==> src/verilog/rca_regs.vh <==
`ifndef RCA_REGS_VH
`define RCA_REGS_VH

// ---------------------------------------------------------------
// register indices (byte address = 4 * index)
// ---------------------------------------------------------------
`define RCA_IDX_CTRL1     8'h00
`define RCA_IDX_CTRL2     8'h01
`define RCA_IDX_MONTH     8'h07
`define RCA_IDX_YEAR      8'h08
`define RCA_IDX_MIN_MATCH 8'h09
`define RCA_IDX_HR_MATCH  8'h0a
`define RCA_IDX_DAY_MATCH 8'h0b
`define RCA_IDX_WD_MATCH  8'h0c
`define RCA_IDX_IRQ_STAT  8'h10
`define RCA_IDX_IRQ_CLR   8'h11
`define RCA_IDX_IRQ_EN    8'h12

// ---------------------------------------------------------------
// field positions
// ---------------------------------------------------------------
`define RCA_CTRL1_HOUR12  2
`define RCA_CTRL2_AFLAG   3
`define RCA_CTRL2_AIE     1
`define RCA_MATCH_DIS     7
`define RCA_IRQ_ALARM     0
`define RCA_IRQ_LOST      1

// ---------------------------------------------------------------
// reset values
// ---------------------------------------------------------------
`define RCA_RST_MONTH     8'h01
`define RCA_RST_YEAR      8'h00
`define RCA_RST_MATCH     8'h80
`define RCA_RST_CTRL1     8'h00

// ---------------------------------------------------------------
// bus answers
// ---------------------------------------------------------------
`define RCA_RESP_OKAY     2'b00
`define RCA_RESP_SLVERR   2'b10

`endif
==> src/verilog/rca_calendar.v <==
// Added by the designer: register access over AXI4-Lite.
`timescale 1ns/10ps
`include "rca_regs.vh"

// Operation
// - month register, bits 7..5 read zero
// - months counted BCD one through twelve
// - year register holds two BCD digits
// - hold time counting during serial access
// - apply one pending tick after access
// - compare only alarms with enable zero
// - minute alarm: disable bit, BCD minute
// - hour alarm: disable bit, hour fields
// - hour alarm layout follows hour format
// - day alarm: disable bit, BCD day
// - weekday alarm: disable bit, value 0-6
// - flag sets on first match only
// - flag writes AND with current value
// - interrupt pin follows flag when enabled
module rca_calendar (
  input  wire        clk,           // 25 MHz system clock
  input  wire        rst_n,         // async reset, active low
  input  wire [7:0]  s_axi_awaddr,  // write address
  input  wire        s_axi_awvalid, // write address valid
  output wire        s_axi_awready, // write address ready
  input  wire [31:0] s_axi_wdata,   // write data
  input  wire [3:0]  s_axi_wstrb,   // write byte strobes
  input  wire        s_axi_wvalid,  // write data valid
  output wire        s_axi_wready,  // write data ready
  output reg  [1:0]  s_axi_bresp,   // write response
  output reg         s_axi_bvalid,  // write response valid
  input  wire        s_axi_bready,  // write response ready
  input  wire [7:0]  s_axi_araddr,  // read address
  input  wire        s_axi_arvalid, // read address valid
  output wire        s_axi_arready, // read address ready
  output reg  [31:0] s_axi_rdata,   // read data
  output reg  [1:0]  s_axi_rresp,   // read response
  output reg         s_axi_rvalid,  // read data valid
  input  wire        s_axi_rready,  // read data ready
  input  wire        chipEnable,    // serial chip enable pin
  input  wire        secondTick,    // 1 Hz tick pin
  input  wire [7:0]  curMinute,     // current minute, BCD
  input  wire [7:0]  curHour,       // current hour, BCD
  input  wire [7:0]  curDay,        // current day, BCD
  input  wire [7:0]  curWeekday,    // current weekday
  input  wire        monthCarry,    // day counter wrapped, pulse
  output reg         timeStep,      // advance seconds counter
  output wire        hourFormat12,  // hour format to counters
  output reg  [7:0]  monthValue,    // month register copy
  output reg  [7:0]  yearValue,     // year register copy
  output wire        alarmIntOut,   // open-drain int level
  output wire        alarmIntOe,    // int pin driven low
  output wire        irq            // level interrupt
);

  // ---------------------------------------------------------------
  // pin synchronisers and edge detection
  // ---------------------------------------------------------------
  reg  [1:0] ceSync;
  reg  [1:0] tickSync;
  reg        ceLast;
  reg        tickLast;
  wire       accessBusy = ceSync[1];
  wire       tickRise   = tickSync[1] & ~tickLast;
  wire       accessEnd  = ceLast & ~ceSync[1];

  // two stages before any logic looks at the pins
  always @(posedge clk or negedge rst_n) begin
    if (!rst_n) begin
      ceSync   <= 2'b00;
      tickSync <= 2'b00;
      ceLast   <= 1'b0;
      tickLast <= 1'b0;
    end else begin
      ceSync   <= {ceSync[0], chipEnable};
      tickSync <= {tickSync[0], secondTick};
      ceLast   <= ceSync[1];
      tickLast <= tickSync[1];
    end
  end

  // ---------------------------------------------------------------
  // counter hold and pending increment
  // ---------------------------------------------------------------
  reg pendingStep;
  reg tickLost;

  // one pending slot only; a second tick while held is dropped
  always @(posedge clk or negedge rst_n) begin
    if (!rst_n) begin
      pendingStep <= 1'b0;
      timeStep    <= 1'b0;
      tickLost    <= 1'b0;
    end else begin
      timeStep <= 1'b0;
      tickLost <= 1'b0;
      if (accessBusy) begin
        if (tickRise) begin
          pendingStep <= 1'b1;
          tickLost    <= pendingStep;
        end
      end else if (accessEnd && (pendingStep || tickRise)) begin
        timeStep    <= 1'b1;
        pendingStep <= 1'b0;
      end else if (tickRise) begin
        timeStep <= 1'b1;
      end
    end
  end

  // ---------------------------------------------------------------
  // alarm comparison
  // ---------------------------------------------------------------
  reg  [7:0] minMatch;
  reg  [7:0] hrMatch;
  reg  [7:0] dayMatch;
  reg  [7:0] wdMatch;
  reg  [7:0] ctrl1;
  wire [5:0] hourMask;
  wire       minHit;
  wire       hrHit;
  wire       dayHit;
  wire       wdHit;
  wire       anyEnabled;
  wire       alarmMatch;

  assign hourFormat12 = ctrl1[`RCA_CTRL1_HOUR12];
  // both layouts occupy bits 5..0: pm flag plus one tens bit, or
  // two tens bits, so only the meaning differs, not the mask
  assign hourMask = hourFormat12 ? 6'h3f : 6'h3f;

  // a disabled comparison counts as a hit
  assign minHit = minMatch[`RCA_MATCH_DIS] |
                  (minMatch[6:0] == curMinute[6:0]);
  assign hrHit  = hrMatch[`RCA_MATCH_DIS] |
                  ((hrMatch[5:0] & hourMask) ==
                   (curHour[5:0] & hourMask));
  assign dayHit = dayMatch[`RCA_MATCH_DIS] |
                  (dayMatch[5:0] == curDay[5:0]);
  assign wdHit  = wdMatch[`RCA_MATCH_DIS] |
                  (wdMatch[2:0] == curWeekday[2:0]);
  // with every comparison disabled the alarm never fires
  assign anyEnabled = ~(minMatch[7] & hrMatch[7] &
                        dayMatch[7] & wdMatch[7]);
  assign alarmMatch = anyEnabled & minHit & hrHit & dayHit & wdHit;

  // ---------------------------------------------------------------
  // alarm flag and interrupt status
  // ---------------------------------------------------------------
  reg        alarmFlag;
  reg        alarmIrqEnable;
  reg        matchLast;
  reg  [1:0] irqStat;
  reg  [1:0] irqEn;
  wire       alarmSet = alarmMatch & ~matchLast;
  wire       ctrl2Wr;
  wire       clrWr;
  wire [7:0] wrByte;

  // flag rises only on entry into a match, so a cleared flag stays
  // clear for the rest of that matching period
  always @(posedge clk or negedge rst_n) begin
    if (!rst_n) begin
      matchLast <= 1'b0;
      alarmFlag <= 1'b0;
      irqStat   <= 2'b00;
    end else begin
      matchLast <= alarmMatch;
      // set wins over a clearing write in the same cycle
      if (alarmSet)
        alarmFlag <= 1'b1;
      else if (ctrl2Wr)
        alarmFlag <= alarmFlag & wrByte[`RCA_CTRL2_AFLAG];
      irqStat[`RCA_IRQ_ALARM] <= alarmSet |
        (irqStat[`RCA_IRQ_ALARM] &
         ~(clrWr & wrByte[`RCA_IRQ_ALARM]));
      irqStat[`RCA_IRQ_LOST] <= tickLost |
        (irqStat[`RCA_IRQ_LOST] &
         ~(clrWr & wrByte[`RCA_IRQ_LOST]));
    end
  end

  // pin pulled low while flag and enable are both set
  assign alarmIntOut = 1'b0;
  assign alarmIntOe  = alarmFlag & alarmIrqEnable;
  assign irq         = |(irqStat & irqEn);

  // ---------------------------------------------------------------
  // axi4-lite write channel
  // ---------------------------------------------------------------
  reg        awHeld;
  reg        wHeld;
  reg  [7:0] awIdx;
  reg  [7:0] wByte;
  reg        wLaneOk;
  wire       doWrite = awHeld & wHeld & ~s_axi_bvalid;
  wire       wrMapped;

  assign s_axi_awready = ~awHeld & ~s_axi_bvalid;
  assign s_axi_wready  = ~wHeld & ~s_axi_bvalid;
  assign wrByte  = wByte;
  assign ctrl2Wr = doWrite & wLaneOk & (awIdx == `RCA_IDX_CTRL2);
  assign clrWr   = doWrite & wLaneOk & (awIdx == `RCA_IDX_IRQ_CLR);
  assign wrMapped = (awIdx == `RCA_IDX_CTRL1) |
                    (awIdx == `RCA_IDX_CTRL2) |
                    ((awIdx >= `RCA_IDX_MONTH) &
                     (awIdx <= `RCA_IDX_WD_MATCH)) |
                    (awIdx == `RCA_IDX_IRQ_STAT) |
                    (awIdx == `RCA_IDX_IRQ_CLR) |
                    (awIdx == `RCA_IDX_IRQ_EN);

  // address and data are caught in either order, answer after both
  always @(posedge clk or negedge rst_n) begin
    if (!rst_n) begin
      awHeld       <= 1'b0;
      wHeld        <= 1'b0;
      awIdx        <= 8'h00;
      wByte        <= 8'h00;
      wLaneOk      <= 1'b0;
      s_axi_bvalid <= 1'b0;
      s_axi_bresp  <= `RCA_RESP_OKAY;
    end else begin
      if (s_axi_awvalid && s_axi_awready) begin
        awHeld <= 1'b1;
        awIdx  <= {2'b00, s_axi_awaddr[7:2]};
      end
      if (s_axi_wvalid && s_axi_wready) begin
        wHeld   <= 1'b1;
        wByte   <= s_axi_wdata[7:0];
        wLaneOk <= s_axi_wstrb[0];
      end
      if (doWrite) begin
        awHeld       <= 1'b0;
        wHeld        <= 1'b0;
        s_axi_bvalid <= 1'b1;
        s_axi_bresp  <= wrMapped ? `RCA_RESP_OKAY : `RCA_RESP_SLVERR;
      end else if (s_axi_bvalid && s_axi_bready) begin
        s_axi_bvalid <= 1'b0;
      end
    end
  end

  // ---------------------------------------------------------------
  // register file and calendar counting
  // ---------------------------------------------------------------
  reg  [7:0] next_month;
  reg        yearCarry;
  reg  [7:0] next_year;
  wire       regWr = doWrite & wLaneOk;

  // bcd month 01..12 wraps to 01 and carries into the year
  always @* begin
    yearCarry = 1'b0;
    if (monthValue[4:0] == 5'h12) begin
      next_month = 8'h01;
      yearCarry  = 1'b1;
    end else if (monthValue[3:0] == 4'h9) begin
      next_month = 8'h10;
    end else begin
      next_month = {3'b000, monthValue[4:0] + 5'h01};
    end
    if (yearValue == 8'h99)
      next_year = 8'h00;
    else if (yearValue[3:0] == 4'h9)
      next_year = {yearValue[7:4] + 4'h1, 4'h0};
    else
      next_year = {yearValue[7:4], yearValue[3:0] + 4'h1};
  end

  // carry arrives on monthCarry and is ignored while accessBusy is high, not held
  always @(posedge clk or negedge rst_n) begin
    if (!rst_n) begin
      monthValue     <= `RCA_RST_MONTH;
      yearValue      <= `RCA_RST_YEAR;
      minMatch       <= `RCA_RST_MATCH;
      hrMatch        <= `RCA_RST_MATCH;
      dayMatch       <= `RCA_RST_MATCH;
      wdMatch        <= `RCA_RST_MATCH;
      ctrl1          <= `RCA_RST_CTRL1;
      alarmIrqEnable <= 1'b0;
      irqEn          <= 2'b00;
    end else begin
      if (monthCarry && !accessBusy) begin
        monthValue <= next_month;
        if (yearCarry)
          yearValue <= next_year;
      end
      if (regWr) begin
        case (awIdx)
          `RCA_IDX_CTRL1:
            ctrl1 <= {5'h00, wByte[`RCA_CTRL1_HOUR12], 2'b00};
          `RCA_IDX_CTRL2:
            alarmIrqEnable <= wByte[`RCA_CTRL2_AIE];
          `RCA_IDX_MONTH:     monthValue <= {3'b000, wByte[4:0]};
          `RCA_IDX_YEAR:      yearValue  <= wByte;
          `RCA_IDX_MIN_MATCH: minMatch   <= wByte;
          `RCA_IDX_HR_MATCH:  hrMatch    <= {wByte[7], 1'b0, wByte[5:0]};
          `RCA_IDX_DAY_MATCH: dayMatch   <= {wByte[7], 1'b0, wByte[5:0]};
          `RCA_IDX_WD_MATCH:  wdMatch    <= {wByte[7], 4'h0, wByte[2:0]};
          `RCA_IDX_IRQ_EN:    irqEn      <= wByte[1:0];
          default: ;
        endcase
      end
    end
  end

  // ---------------------------------------------------------------
  // axi4-lite read channel
  // ---------------------------------------------------------------
  reg  [7:0] rdByte;
  reg        rdMapped;
  wire [7:0] arIdx = {2'b00, s_axi_araddr[7:2]};

  assign s_axi_arready = ~s_axi_rvalid;

  // read mux; unused bits and reserved positions return zero
  always @* begin
    rdMapped = 1'b1;
    case (arIdx)
      `RCA_IDX_CTRL1:     rdByte = ctrl1;
      `RCA_IDX_CTRL2:     rdByte = {4'h0, alarmFlag, 1'b0,
                                    alarmIrqEnable, 1'b0};
      `RCA_IDX_MONTH:     rdByte = {3'b000, monthValue[4:0]};
      `RCA_IDX_YEAR:      rdByte = yearValue;
      `RCA_IDX_MIN_MATCH: rdByte = minMatch;
      `RCA_IDX_HR_MATCH:  rdByte = hrMatch;
      `RCA_IDX_DAY_MATCH: rdByte = dayMatch;
      `RCA_IDX_WD_MATCH:  rdByte = wdMatch;
      `RCA_IDX_IRQ_STAT:  rdByte = {6'h00, irqStat};
      `RCA_IDX_IRQ_CLR:   rdByte = 8'h00;
      `RCA_IDX_IRQ_EN:    rdByte = {6'h00, irqEn};
      default: begin
        rdByte   = 8'h00;
        rdMapped = 1'b0;
      end
    endcase
  end

  // one read outstanding; data captured when address is taken
  always @(posedge clk or negedge rst_n) begin
    if (!rst_n) begin
      s_axi_rvalid <= 1'b0;
      s_axi_rdata  <= 32'h00000000;
      s_axi_rresp  <= `RCA_RESP_OKAY;
    end else begin
      if (s_axi_arvalid && s_axi_arready) begin
        s_axi_rvalid <= 1'b1;
        s_axi_rdata  <= {24'h000000, rdByte};
        s_axi_rresp  <= rdMapped ? `RCA_RESP_OKAY : `RCA_RESP_SLVERR;
      end else if (s_axi_rvalid && s_axi_rready) begin
        s_axi_rvalid <= 1'b0;
      end
    end
  end

endmodule // rca_calendar

==> config.mk <==
export PLATFORM = sky130hd
export DESIGN_NAME = rca_calendar
export DESIGN_NICKNAME = d
export VERILOG_FILES = /design/src/verilog/rca_calendar.v
export VERILOG_INCLUDE_DIRS = /design/src /design/src/verilog
export SDC_FILE = /design/constraint.sdc
export NUM_CORES = 1
export LEC_CHECK = 0
export ABC_AREA = 0
export BUFFER_PORTS_ARGS = -buffer_cell sky130_fd_sc_hd__buf_4
export CORE_ASPECT_RATIO = 1.75
export CORE_UTILIZATION = 55
export DETAILED_ROUTE_END_ITERATION = 6
export PLACE_DENSITY = 0.82
export SLEW_MARGIN = 5
export SYNTH_ARGS = -nofsm -noshare
export SYNTH_HDL_FRONTEND = slang
export SYNTH_SLANG_ARGS = --single-unit
export TNS_END_PERCENT = 30
==> constraint.sdc <==
create_clock -name clk -period 4.1 [get_ports clk]
set_clock_uncertainty 0.05 [all_clocks]
set_input_delay 0.82 -clock clk [delete_from_list [all_inputs] [get_ports clk]]
set_output_delay 0.82 -clock clk [all_outputs]
set_load 0.01 [all_outputs]
Yosys cells after proc, flatten, opt, wreduce, memory -nomap -nowiden:

Index checks and enable logic that the tools add are counted.

* reductions and logical operators: 27
* add/subtract/negate cells: 3
* eq/ne operators: 29
* bitwise gates (word level): 46
* multiplexer cells: 34
* order comparisons: 2

Operators by type and width (number)
* 8-bit case mux with 10 select lines: 1
* 8-bit two-way mux: 9
* 6-bit by 4-bit equality test with 1-bit output (second input constant): 10
* 6-bit by 5-bit equality test with 1-bit output (second input constant): 6
* 1-bit bitwise AND: 24
* 1-bit two-way mux: 20
* 8-bit zero test: 2
* 2-bit AND reduction: 8
* 6-bit by 1-bit equality test with 1-bit output (second input constant): 2
* 6-bit by 3-bit equality test with 1-bit output (second input constant): 2
* 6-bit equality test: 2
* 2-bit nonzero test: 6
* 1-bit bitwise OR: 11
* 11-bit OR reduction: 1
* 5-bit two-way mux: 2
* 1-bit inverter: 10
* 4-bit by 1-bit adder with 4-bit output (second input constant): 2
* 4-bit equality test (second input constant): 2
* 8-bit equality test (second input constant): 1
* 7-bit equality test: 1
* 1-bit logical AND: 7
* 6-bit by 3-bit greater-or-equal comparator with 1-bit output (second input constant): 1
* 6-bit by 4-bit <= comparator with 1-bit output (second input constant): 1
* 5-bit by 1-bit adder with 5-bit output (second input constant): 1
* 8 further kinds: 9

* flip-flop bits (word level): 90
* word-level logic and storage cells: 170
* output and inout bits: 62

Depth between registers and ports, before layout:

Gate-level depths: netlist of the first run.

* depth after elaboration: 10
* mapped depth: 7
* depth with buffers taken out: 7

Worst setup path before layout of the first run:

No wires, ideal clock.

* path kind: input port to flip-flop
* start point: input s_axi_araddr[2]
* end point: register s_axi_rdata[1]
* data required time: 3.922 ns
* path slack: 1.858 ns
* stages on the path: 5
* data arrival time: 2.064 ns
* path buffers: 2
* cell sequence: buf_2 -> buf_1 -> mux4_2 -> a32oi_1 -> a31oi_1

* longest elaborated chain between the ends: 2

Ends and longest elaborated chain
* from (decl): RTL line rca_calendar.v:33 `input wire [7:0] s_axi_araddr,`
* 6-bit by 5-bit equality test with 1-bit output, or another cell as far along: RTL line rca_calendar.v:319 `case (arIdx)`
* 8-bit case mux with 10 select lines *: RTL line rca_calendar.v:319
* to (signal assigned): RTL line rca_calendar.v:348 `s_axi_rdata <= {24'h000000, rdByte};`
* to (decl): RTL line rca_calendar.v:36 `output reg [31:0] s_axi_rdata,`

Every way passes the cells marked *; elsewhere a longest branch is shown, timed or not.
A chain may end at the register's enable or synchronous reset.

Worst setup path in the final report of the first run:

* start point: input curHour[4]
* end point: register irqStat[0]

* longest elaborated chain between the ends: 7

Ends and longest elaborated chain
* from (decl): RTL line rca_calendar.v:43 `input wire [7:0] curHour,`
* 6-bit equality test: RTL line rca_calendar.v:136 `((hrMatch[5:0] & hourMask) ==`
* 1-bit bitwise OR: RTL line rca_calendar.v:135 `` assign hrHit = hrMatch[`RCA_MATCH_DIS] | ``
* 1-bit bitwise AND (3 in a row): RTL line rca_calendar.v:145 `assign alarmMatch = anyEnabled & minHit & hrHit & dayHit & wdHit;`
* 1-bit bitwise AND: RTL line rca_calendar.v:155 `wire alarmSet = alarmMatch & ~matchLast;`
* 1-bit bitwise OR: RTL line rca_calendar.v:174 `` irqStat[`RCA_IRQ_ALARM] <= alarmSet | ``
* to (signal, indexed assignment): RTL line rca_calendar.v:174
* to (signal, indexed assignment): RTL line rca_calendar.v:177 `` irqStat[`RCA_IRQ_LOST] <= tickLost | ``
* to (decl): RTL line rca_calendar.v:153 `reg [1:0] irqStat;`

No other way between the ends.

==> results.py, run 1 <==
metrics = {
    "synth": {
        "avgSynthCellArea_um2": 11.3,
        "yosysSeqAreaShare_pct": 47.7,
        "syn_inst": 409,
        "synth_area_um2": 4630,
        "synth-async-reset-ratio_pct": 100,
        "synth.cells.most_frequent": "83 x dfrtp_1, 48 x mux2_2, 27 x buf_4",
        "yosysUniqueCellTypes": 60,
        "yosysWarningCount": 0,
        "synth_top_area_share_pct": 44.8,
        "synth_top_area_cell": "dfrtp_1",
        "yosys-top-cells-area": "dfrtp_1 45%, mux2_2 12%, buf_4 4.4%",
        "ys_ff_latch": 88,
        "synth_most_common_cell": "dfrtp_1",
        "synthFlopType": "dfrtp_1",
        "synth_edf_count": 0,
    },
    "pwr": {
        "power_density_nw_per_um2": 625,
        "power.leakage_nw": 2.59,
        "p_total_w": 0.00347,
        "p_int_w": 0.00225,
        "p_sw_w": 0.00122,
        "combPwrFrac_pct": 30.4,
        "sequentialPowerShare_pct": 46.1,
        "p_clk_share_pct": 23.5,
        "swShare_pct": 35.1,
        "ir_worst_vdd_uv": 402,
    },
    "die": {
        "initial_utilization_pct": 56.1,
        "io-pin-count": 156,
        "core-area_um2": 8260,
        "rows": 44,
        "dieArea_um2": 8810,
        "die_h_um": 123,
        "die-width_um": 71.4,
    },
    "setup_path": {
        "cp.arrival_ps": 2410,
        "start_kind": "input pin",
        "cp.required_ps": 4320,
        "endpoint_kind": "register",
        "r2r_cells": 4,
        "cp_max_fo": 3,
        "critPathKind": "input pin to register",
    },
    "final_layout": {
        "fill_cells": 656,
        "nets": 591,
        "layout.cells.non_filler": 590,
        "diodes": 0,
        "layout-drive-gt1-share_pct": 33.9,
        "areaGrowthSynthToFinish_pct": 19.7,
    },
    "global_route": {
        "grt_max_degree": 72,
        "grt_pass1_vias": 3279,
        "gr-total-overflow": 0,
        "grt_usage_pct": 26.1,
        "grt_pass1_wl_um": 16900,
        "antenna_found_initial": 0,
    },
    "min_path": {
        "hold_class": "register to register",
        "whs_path_depth": 0,
    },
    "place": {
        "place.gp.congestion": 0.866,
        "dp_slack_ps": 1590,
        "post-dp-hpwl_um": 7930,
        "port_buffers": 87,
        "place_inst": 574,
    },
    "sta": {
        "finalMaxSlewViolations": 0,
        "slew_headroom_pct": 37.2,
        "fin_ws_ps": 1910,
        "max_freq_ghz": 0.456,
        "worst_pin_slew_ps": 940,
        "rsz0062_at_grt": "false",
        "fin_crit_ps": 2190,
        "report.final.hold_viol_count": 0,
        "fin_crit_sh_pct": 53.5,
        "setup_violations": 0,
        "tns_ps": 0,
    },
    "detailed_routing": {
        "vias": 3429,
        "viasPerCell": 5.81,
        "routedWlPerCell_um": 18.1,
        "drc": 14,
        "drtIter0Drc": 330,
        "wl_um": 10700,
        "ant_nets": 0,
        "drt_pass1_iterations": 7,
    },
    "cts": {
        "insertion_delay_ps": 340,
        "clkTransAtPathRegs_ps": 60,
        "cts_tree": "yes",
        "post_cts_buffers": 0,
        "cts_sinks": 88,
        "cts-resized-gates": 0,
        "htreeDepth": 3,
        "root_buffer": "clkbuf_16",
        "cts_buffers": 9,
        "ctsHoldBuffers": 0,
        "ctsLongestPathBuffers": 2,
    },
    "run_status": {
        "status": "finished with violations",
        "violations": "design-rule violations",
    },
    "run": {
        "cap_viol_max_count": 0,
    },
}
registers in the layout, summed over array words and instances (netlist names), 2 cells and up:
register	flops
minMatch	8
monthValue	8
s_axi_rdata	8
wByte	8
yearValue	8
dayMatch	7
hrMatch	7
awIdx	6
wdMatch	4
ceSync	2
irqEn	2
irqStat	2
tickSync	2
through the flow:
| step | hold WS [ps] | area (µm²) | utilization [%] |
|---|---|---|---|
| floorplan | 281 | 4730 | - |
| global placement | 284 | 5250 | 63.5 |
| detailed placement | 292 | 5250 | 63.5 |
| CTS | 306 | 5550 | 67.2 |
| global route | 309 | 5550 | 67.2 |
| finish | 303 | 5550 | 67.2 |
cells by family after synthesis:
family,synth area share [%]
buf+inv,6.37
other cells,0.0809
flops,47.7
simple gates,14.8
fa+ha+maj,1.08
xor+xnor,4.72
compound gates,11.2
mux,14.1
final cells by class:
cell class	instances	area (µm²)	area share, %
Clock buffer	12	246	4.44
Clock inverter	4	53.8	0.970
Inverter	9	33.8	0.609
Multi-Input combinational cell	297	2230	40.2
Sequential cell	88	2210	39.8
Tap cell	92	115	2.08
Timing Repair Buffer	88	661	11.9
placed cells by master, fill, tap and decap left out, types with 3 or more instances in the layout:
cell       instances
buf_4             88
dfrtp_1           83
mux2_2            48
conb_1            27
nand2_1           26
o21ai_0           24
a21oi_1           19
nor2_1            18
xor2_1            14
nor2b_1           11
xnor2_1           11
inv_1              9
clkbuf_16          9
nor3_1             7
a31oi_1            7
nand3_1            6
nand2b_1           5
mux4_2             5
dfstp_2            5
nor4_1             4
o21a_1             4
ha_1               4
and2_1             3
nor3b_1            3
nor4b_4            3
a21o_1             3
and4_1             3
a22o_1             3
a22oi_1            3
critical path: stages:
cell and delay, ps:
buf_4 110, xor2_1 160, nor4_1 430, a31oi_1 160, or4b_4 570, o2bb2ai_2 160
path summary, 6_finish.rpt:
path                              start             end  slack, ps
setup / recovery             curHour[4]      irqStat[0]       1910
hold / removal                ceSync[0]       ceSync[1]        300
setup reg to reg           s_axi_bvalid     dayMatch[0]       2060
hold reg to reg               ceSync[0]       ceSync[1]        300
max in group asynchronous         rst_n   monthValue[0]       2590
min in group asynchronous         rst_n  s_axi_rdata[2]        530
power groups by stage:
stage | clock network [W] | registers [W] | logic [W]
floorplan | 0 | 0.00147 | 0.000733
global placement | 0 | 0.00159 | 0.00100
detailed placement | 0 | 0.00161 | 0.00105
CTS | 0.000826 | 0.00160 | 0.00106
global route | 0.000867 | 0.00164 | 0.00116
finish | 0.000816 | 0.00160 | 0.00105
metal layers:
metal / vias to the layer above / global-route usage [%] / wire length, µm
li1: 1595 / - / -
met3: 30 / 5.22 / 488
met4: 0 / 12.5 / 503
met1: 1672 / 30.0 / 3960
met5: - / 0 / 0
met2: 132 / 46.2 / 5700
(Power assumes the default switching activity.)
==> run 2, diff against run 1 <==
Settings changed: ABC_AREA 0 to 1, CORE_UTILIZATION 55 to 52, PLACE_DENSITY 0.82 to 0.77.
Clock period 4.1 ns to 2.1 ns, I/O delays scaled along.
==> results.py, run 2 <==
metrics = {
    "detailed_routing": {
        "routedWlPerCell_um": 14.3,
        "ant_nets": 0,
        "drc": 0,
        "drtIter0Drc": 341,
        "viasPerCell": 5.14,
        "drt_pass1_iterations": 7,
        "vias": 4593,
        "wl_um": 12800,
    },
    "setup_path": {
        "cp.arrival_ps": 1970,
        "ff2ff_setup_slack_ps": 300,
        "startpoint": "s_axi_bvalid",
        "crit_slowest_cell": "dfrtp_1",
        "worstPathCellList": "inv_2 -> nand3_4 -> nor2_8 -> nand2_4 -> nor3_2 -> inv_1 -> nor2_1 -> a21oi_1",
        "cp.required_ps": 2260,
        "endpoint_kind": "register",
        "start_kind": "register",
        "critPathKind": "register to register",
        "cpLargestDelayFamily": "simple AND/OR/NAND/NOR gates",
        "cp-endpoint": "yearValue[2]",
        "worst-path-stages": 8,
        "reg2reg_to": "yearValue[2]",
        "max_stage_delay_ps": 430,
        "r2r_cells": 8,
        "cp.buffers_inverters": 2,
        "r2r_start": "s_axi_bvalid",
        "cp_max_fo": 6,
    },
    "pwr": {
        "combPwrFrac_pct": 32.3,
        "ir_worst_vdd_uv": 847,
        "sequentialPowerShare_pct": 41.6,
        "p_total_w": 0.00682,
        "p_sw_w": 0.00257,
        "swShare_pct": 37.7,
        "p_int_w": 0.00425,
        "power_density_nw_per_um2": 1130,
        "power.leakage_nw": 3.18,
        "p_clk_share_pct": 26.1,
    },
    "final_layout": {
        "nets": 866,
        "diodes": 0,
        "layout-drive-gt1-share_pct": 18.1,
        "layout_commonest_cell": "nand2_1",
        "layout.cells.non_filler": 893,
        "areaGrowthSynthToFinish_pct": 21.4,
        "layout_common_cells": "175 x nand2_1, 105 x inv_1, 91 x buf_4",
    },
    "cts": {
        "cts_tree": "yes",
        "htreeDepth": 3,
        "cts_buffers": 9,
        "root_buffer": "clkbuf_16",
        "post_cts_buffers": 0,
        "cts_sinks": 88,
        "clkTransAtPathRegs_ps": 60,
        "ctsLongestPathBuffers": 2,
        "insertion_delay_ps": 340,
        "cts-resized-gates": 0,
    },
    "global_route": {
        "grt_pass1_wl_um": 21200,
        "gr-total-overflow": 0,
        "grt_usage_pct": 27.1,
        "antenna_found_initial": 0,
        "grt_max_degree": 37,
        "grt_pass1_vias": 4449,
    },
    "synth": {
        "synth-async-reset-ratio_pct": 100,
        "synth.cells.most_frequent": "175 x nand2_1, 105 x inv_1, 83 x dfrtp_1",
        "synth_most_common_cell": "nand2_1",
        "synthFlopType": "dfrtp_1",
        "synth_edf_count": 0,
        "syn_inst": 671,
        "yosysWarningCount": 0,
        "synth_top_area_share_pct": 41.8,
        "avgSynthCellArea_um2": 7.41,
        "yosysUniqueCellTypes": 44,
        "synth_area_um2": 4970,
        "yosys-top-cells-area": "dfrtp_1 42%, nand2_1 13%, inv_1 7.9%",
        "yosysSeqAreaShare_pct": 44.4,
        "synth_top_area_cell": "dfrtp_1",
        "ys_ff_latch": 88,
    },
    "die": {
        "die_h_um": 131,
        "rows": 46,
        "initial_utilization_pct": 54.3,
        "dieArea_um2": 9970,
        "die-width_um": 75.9,
        "io-pin-count": 156,
        "core-area_um2": 9150,
    },
    "run_status": {
        "status": "completed",
    },
    "sta": {
        "max_freq_ghz": 0.555,
        "whs_ps": 137,
        "fin_crit_ps": 1800,
        "fin_crit_sh_pct": 85.8,
        "report.final.hold_viol_count": 0,
        "slew_headroom_pct": 65.2,
        "tns_ps": 0,
        "worst_pin_slew_ps": 520,
        "setup_violations": 0,
        "finalMaxSlewViolations": 0,
        "rsz0062_at_grt": "false",
    },
    "place": {
        "post-dp-hpwl_um": 9970,
        "place_inst": 876,
        "place.gp.congestion": 0.998,
        "port_buffers": 87,
    },
    "min_path": {
        "worstHoldStart": "secondTick",
        "hold_class": "input pin to register",
    },
    "run": {
        "cap_viol_max_count": 0,
    },
}
==> run 2: cell types whose count changed after synthesis, sizes merged, moves of 8 or more <==
cell and change:
nand2 +153, o21ai +35, xor2 -13, nor2 +64
inv +100, xnor2 -8, nor2b -11, a21oi +10
nand3 +33, mux2 -45
==> run 2: timing repair <==
action / in CTS / in global routing
hold endpoints to repair: 29 / 0
endpoints found under the setup margin: 0 / 0
hold buffers: 1 / 0
==> run 2: per-stage QoR <==
stage | cell area (µm²) | util, % | setup WS, ps
4_1_cts | 6030 | 65.9 | 342
5_1_grt | 6030 | 65.9 | 176
2_1_floorplan | 5070 | - | 559
6_report | 6030 | 65.9 | 298
3_5_place_dp | 5680 | 62.1 | 304
3_3_place_gp | 5680 | 62.1 | 339
==> run 2: power groups by stage <==
stage | Combinational, W | Clock [W] | Sequential [W]
2_1_floorplan | 0.00141 | 0 | 0.00274
3_3_place_gp | 0.00212 | 0 | 0.00282
3_5_place_dp | 0.00220 | 0 | 0.00285
4_1_cts | 0.00222 | 0.00180 | 0.00282
5_1_grt | 0.00249 | 0.00187 | 0.00290
6_report | 0.00220 | 0.00178 | 0.00283
==> run 2: worst min-delay path by stage <==
stage	end	slack [ps]	cells after the start
final	tickSync[0]	140	1
after global routing	ceSync[0]	130	1
after CTS	tickSync[0]	130	1
after detailed placement	ceSync[1]	290	0
after global placement	tickSync[1]	290	0
after floorplan	alarmFlag	70	0
==> run 2: final cells by class <==
class	instances	area (µm²)
Multi-Input combinational cell	466	2210
Sequential cell	88	2210
Fill cell	801	3120
Clock inverter	4	73.8
Clock buffer	12	267
Timing Repair Buffer	93	713
Tap cell	120	150
Inverter	110	413
==> run 2: cell families after synthesis <==
family / Yosys count / synth area share (%)
AO/OA/AOI/OAI: 107 / 11.6
XOR/XNOR: 4 / 0.705
adder cells (fa/ha/maj): 4 / 1.01
buffers and inverters: 143 / 13.1
flip-flops: 88 / 44.4
multiplexers: 3 / 0.680
other: 1 / 0.0755
AND/OR/NAND/NOR: 321 / 28.4
==> run 2: layer usage <==
metal	track usage (%)	vias up	wire length, µm
met5	0	-	0
met1	29.7	2128	4790
met3	3.89	36	539
met2	49.4	173	6930
li1	-	2256	-
met4	14.6	0	523
==> run 2: worst reg2reg max path: cells and delay by family, from the launching register on <==
kind	cells	cell delay, ps
buffers and inverters	2	280
AO/OA/AOI/OAI	1	70
AND/OR/NAND/NOR	5	870
flip-flops	1	430
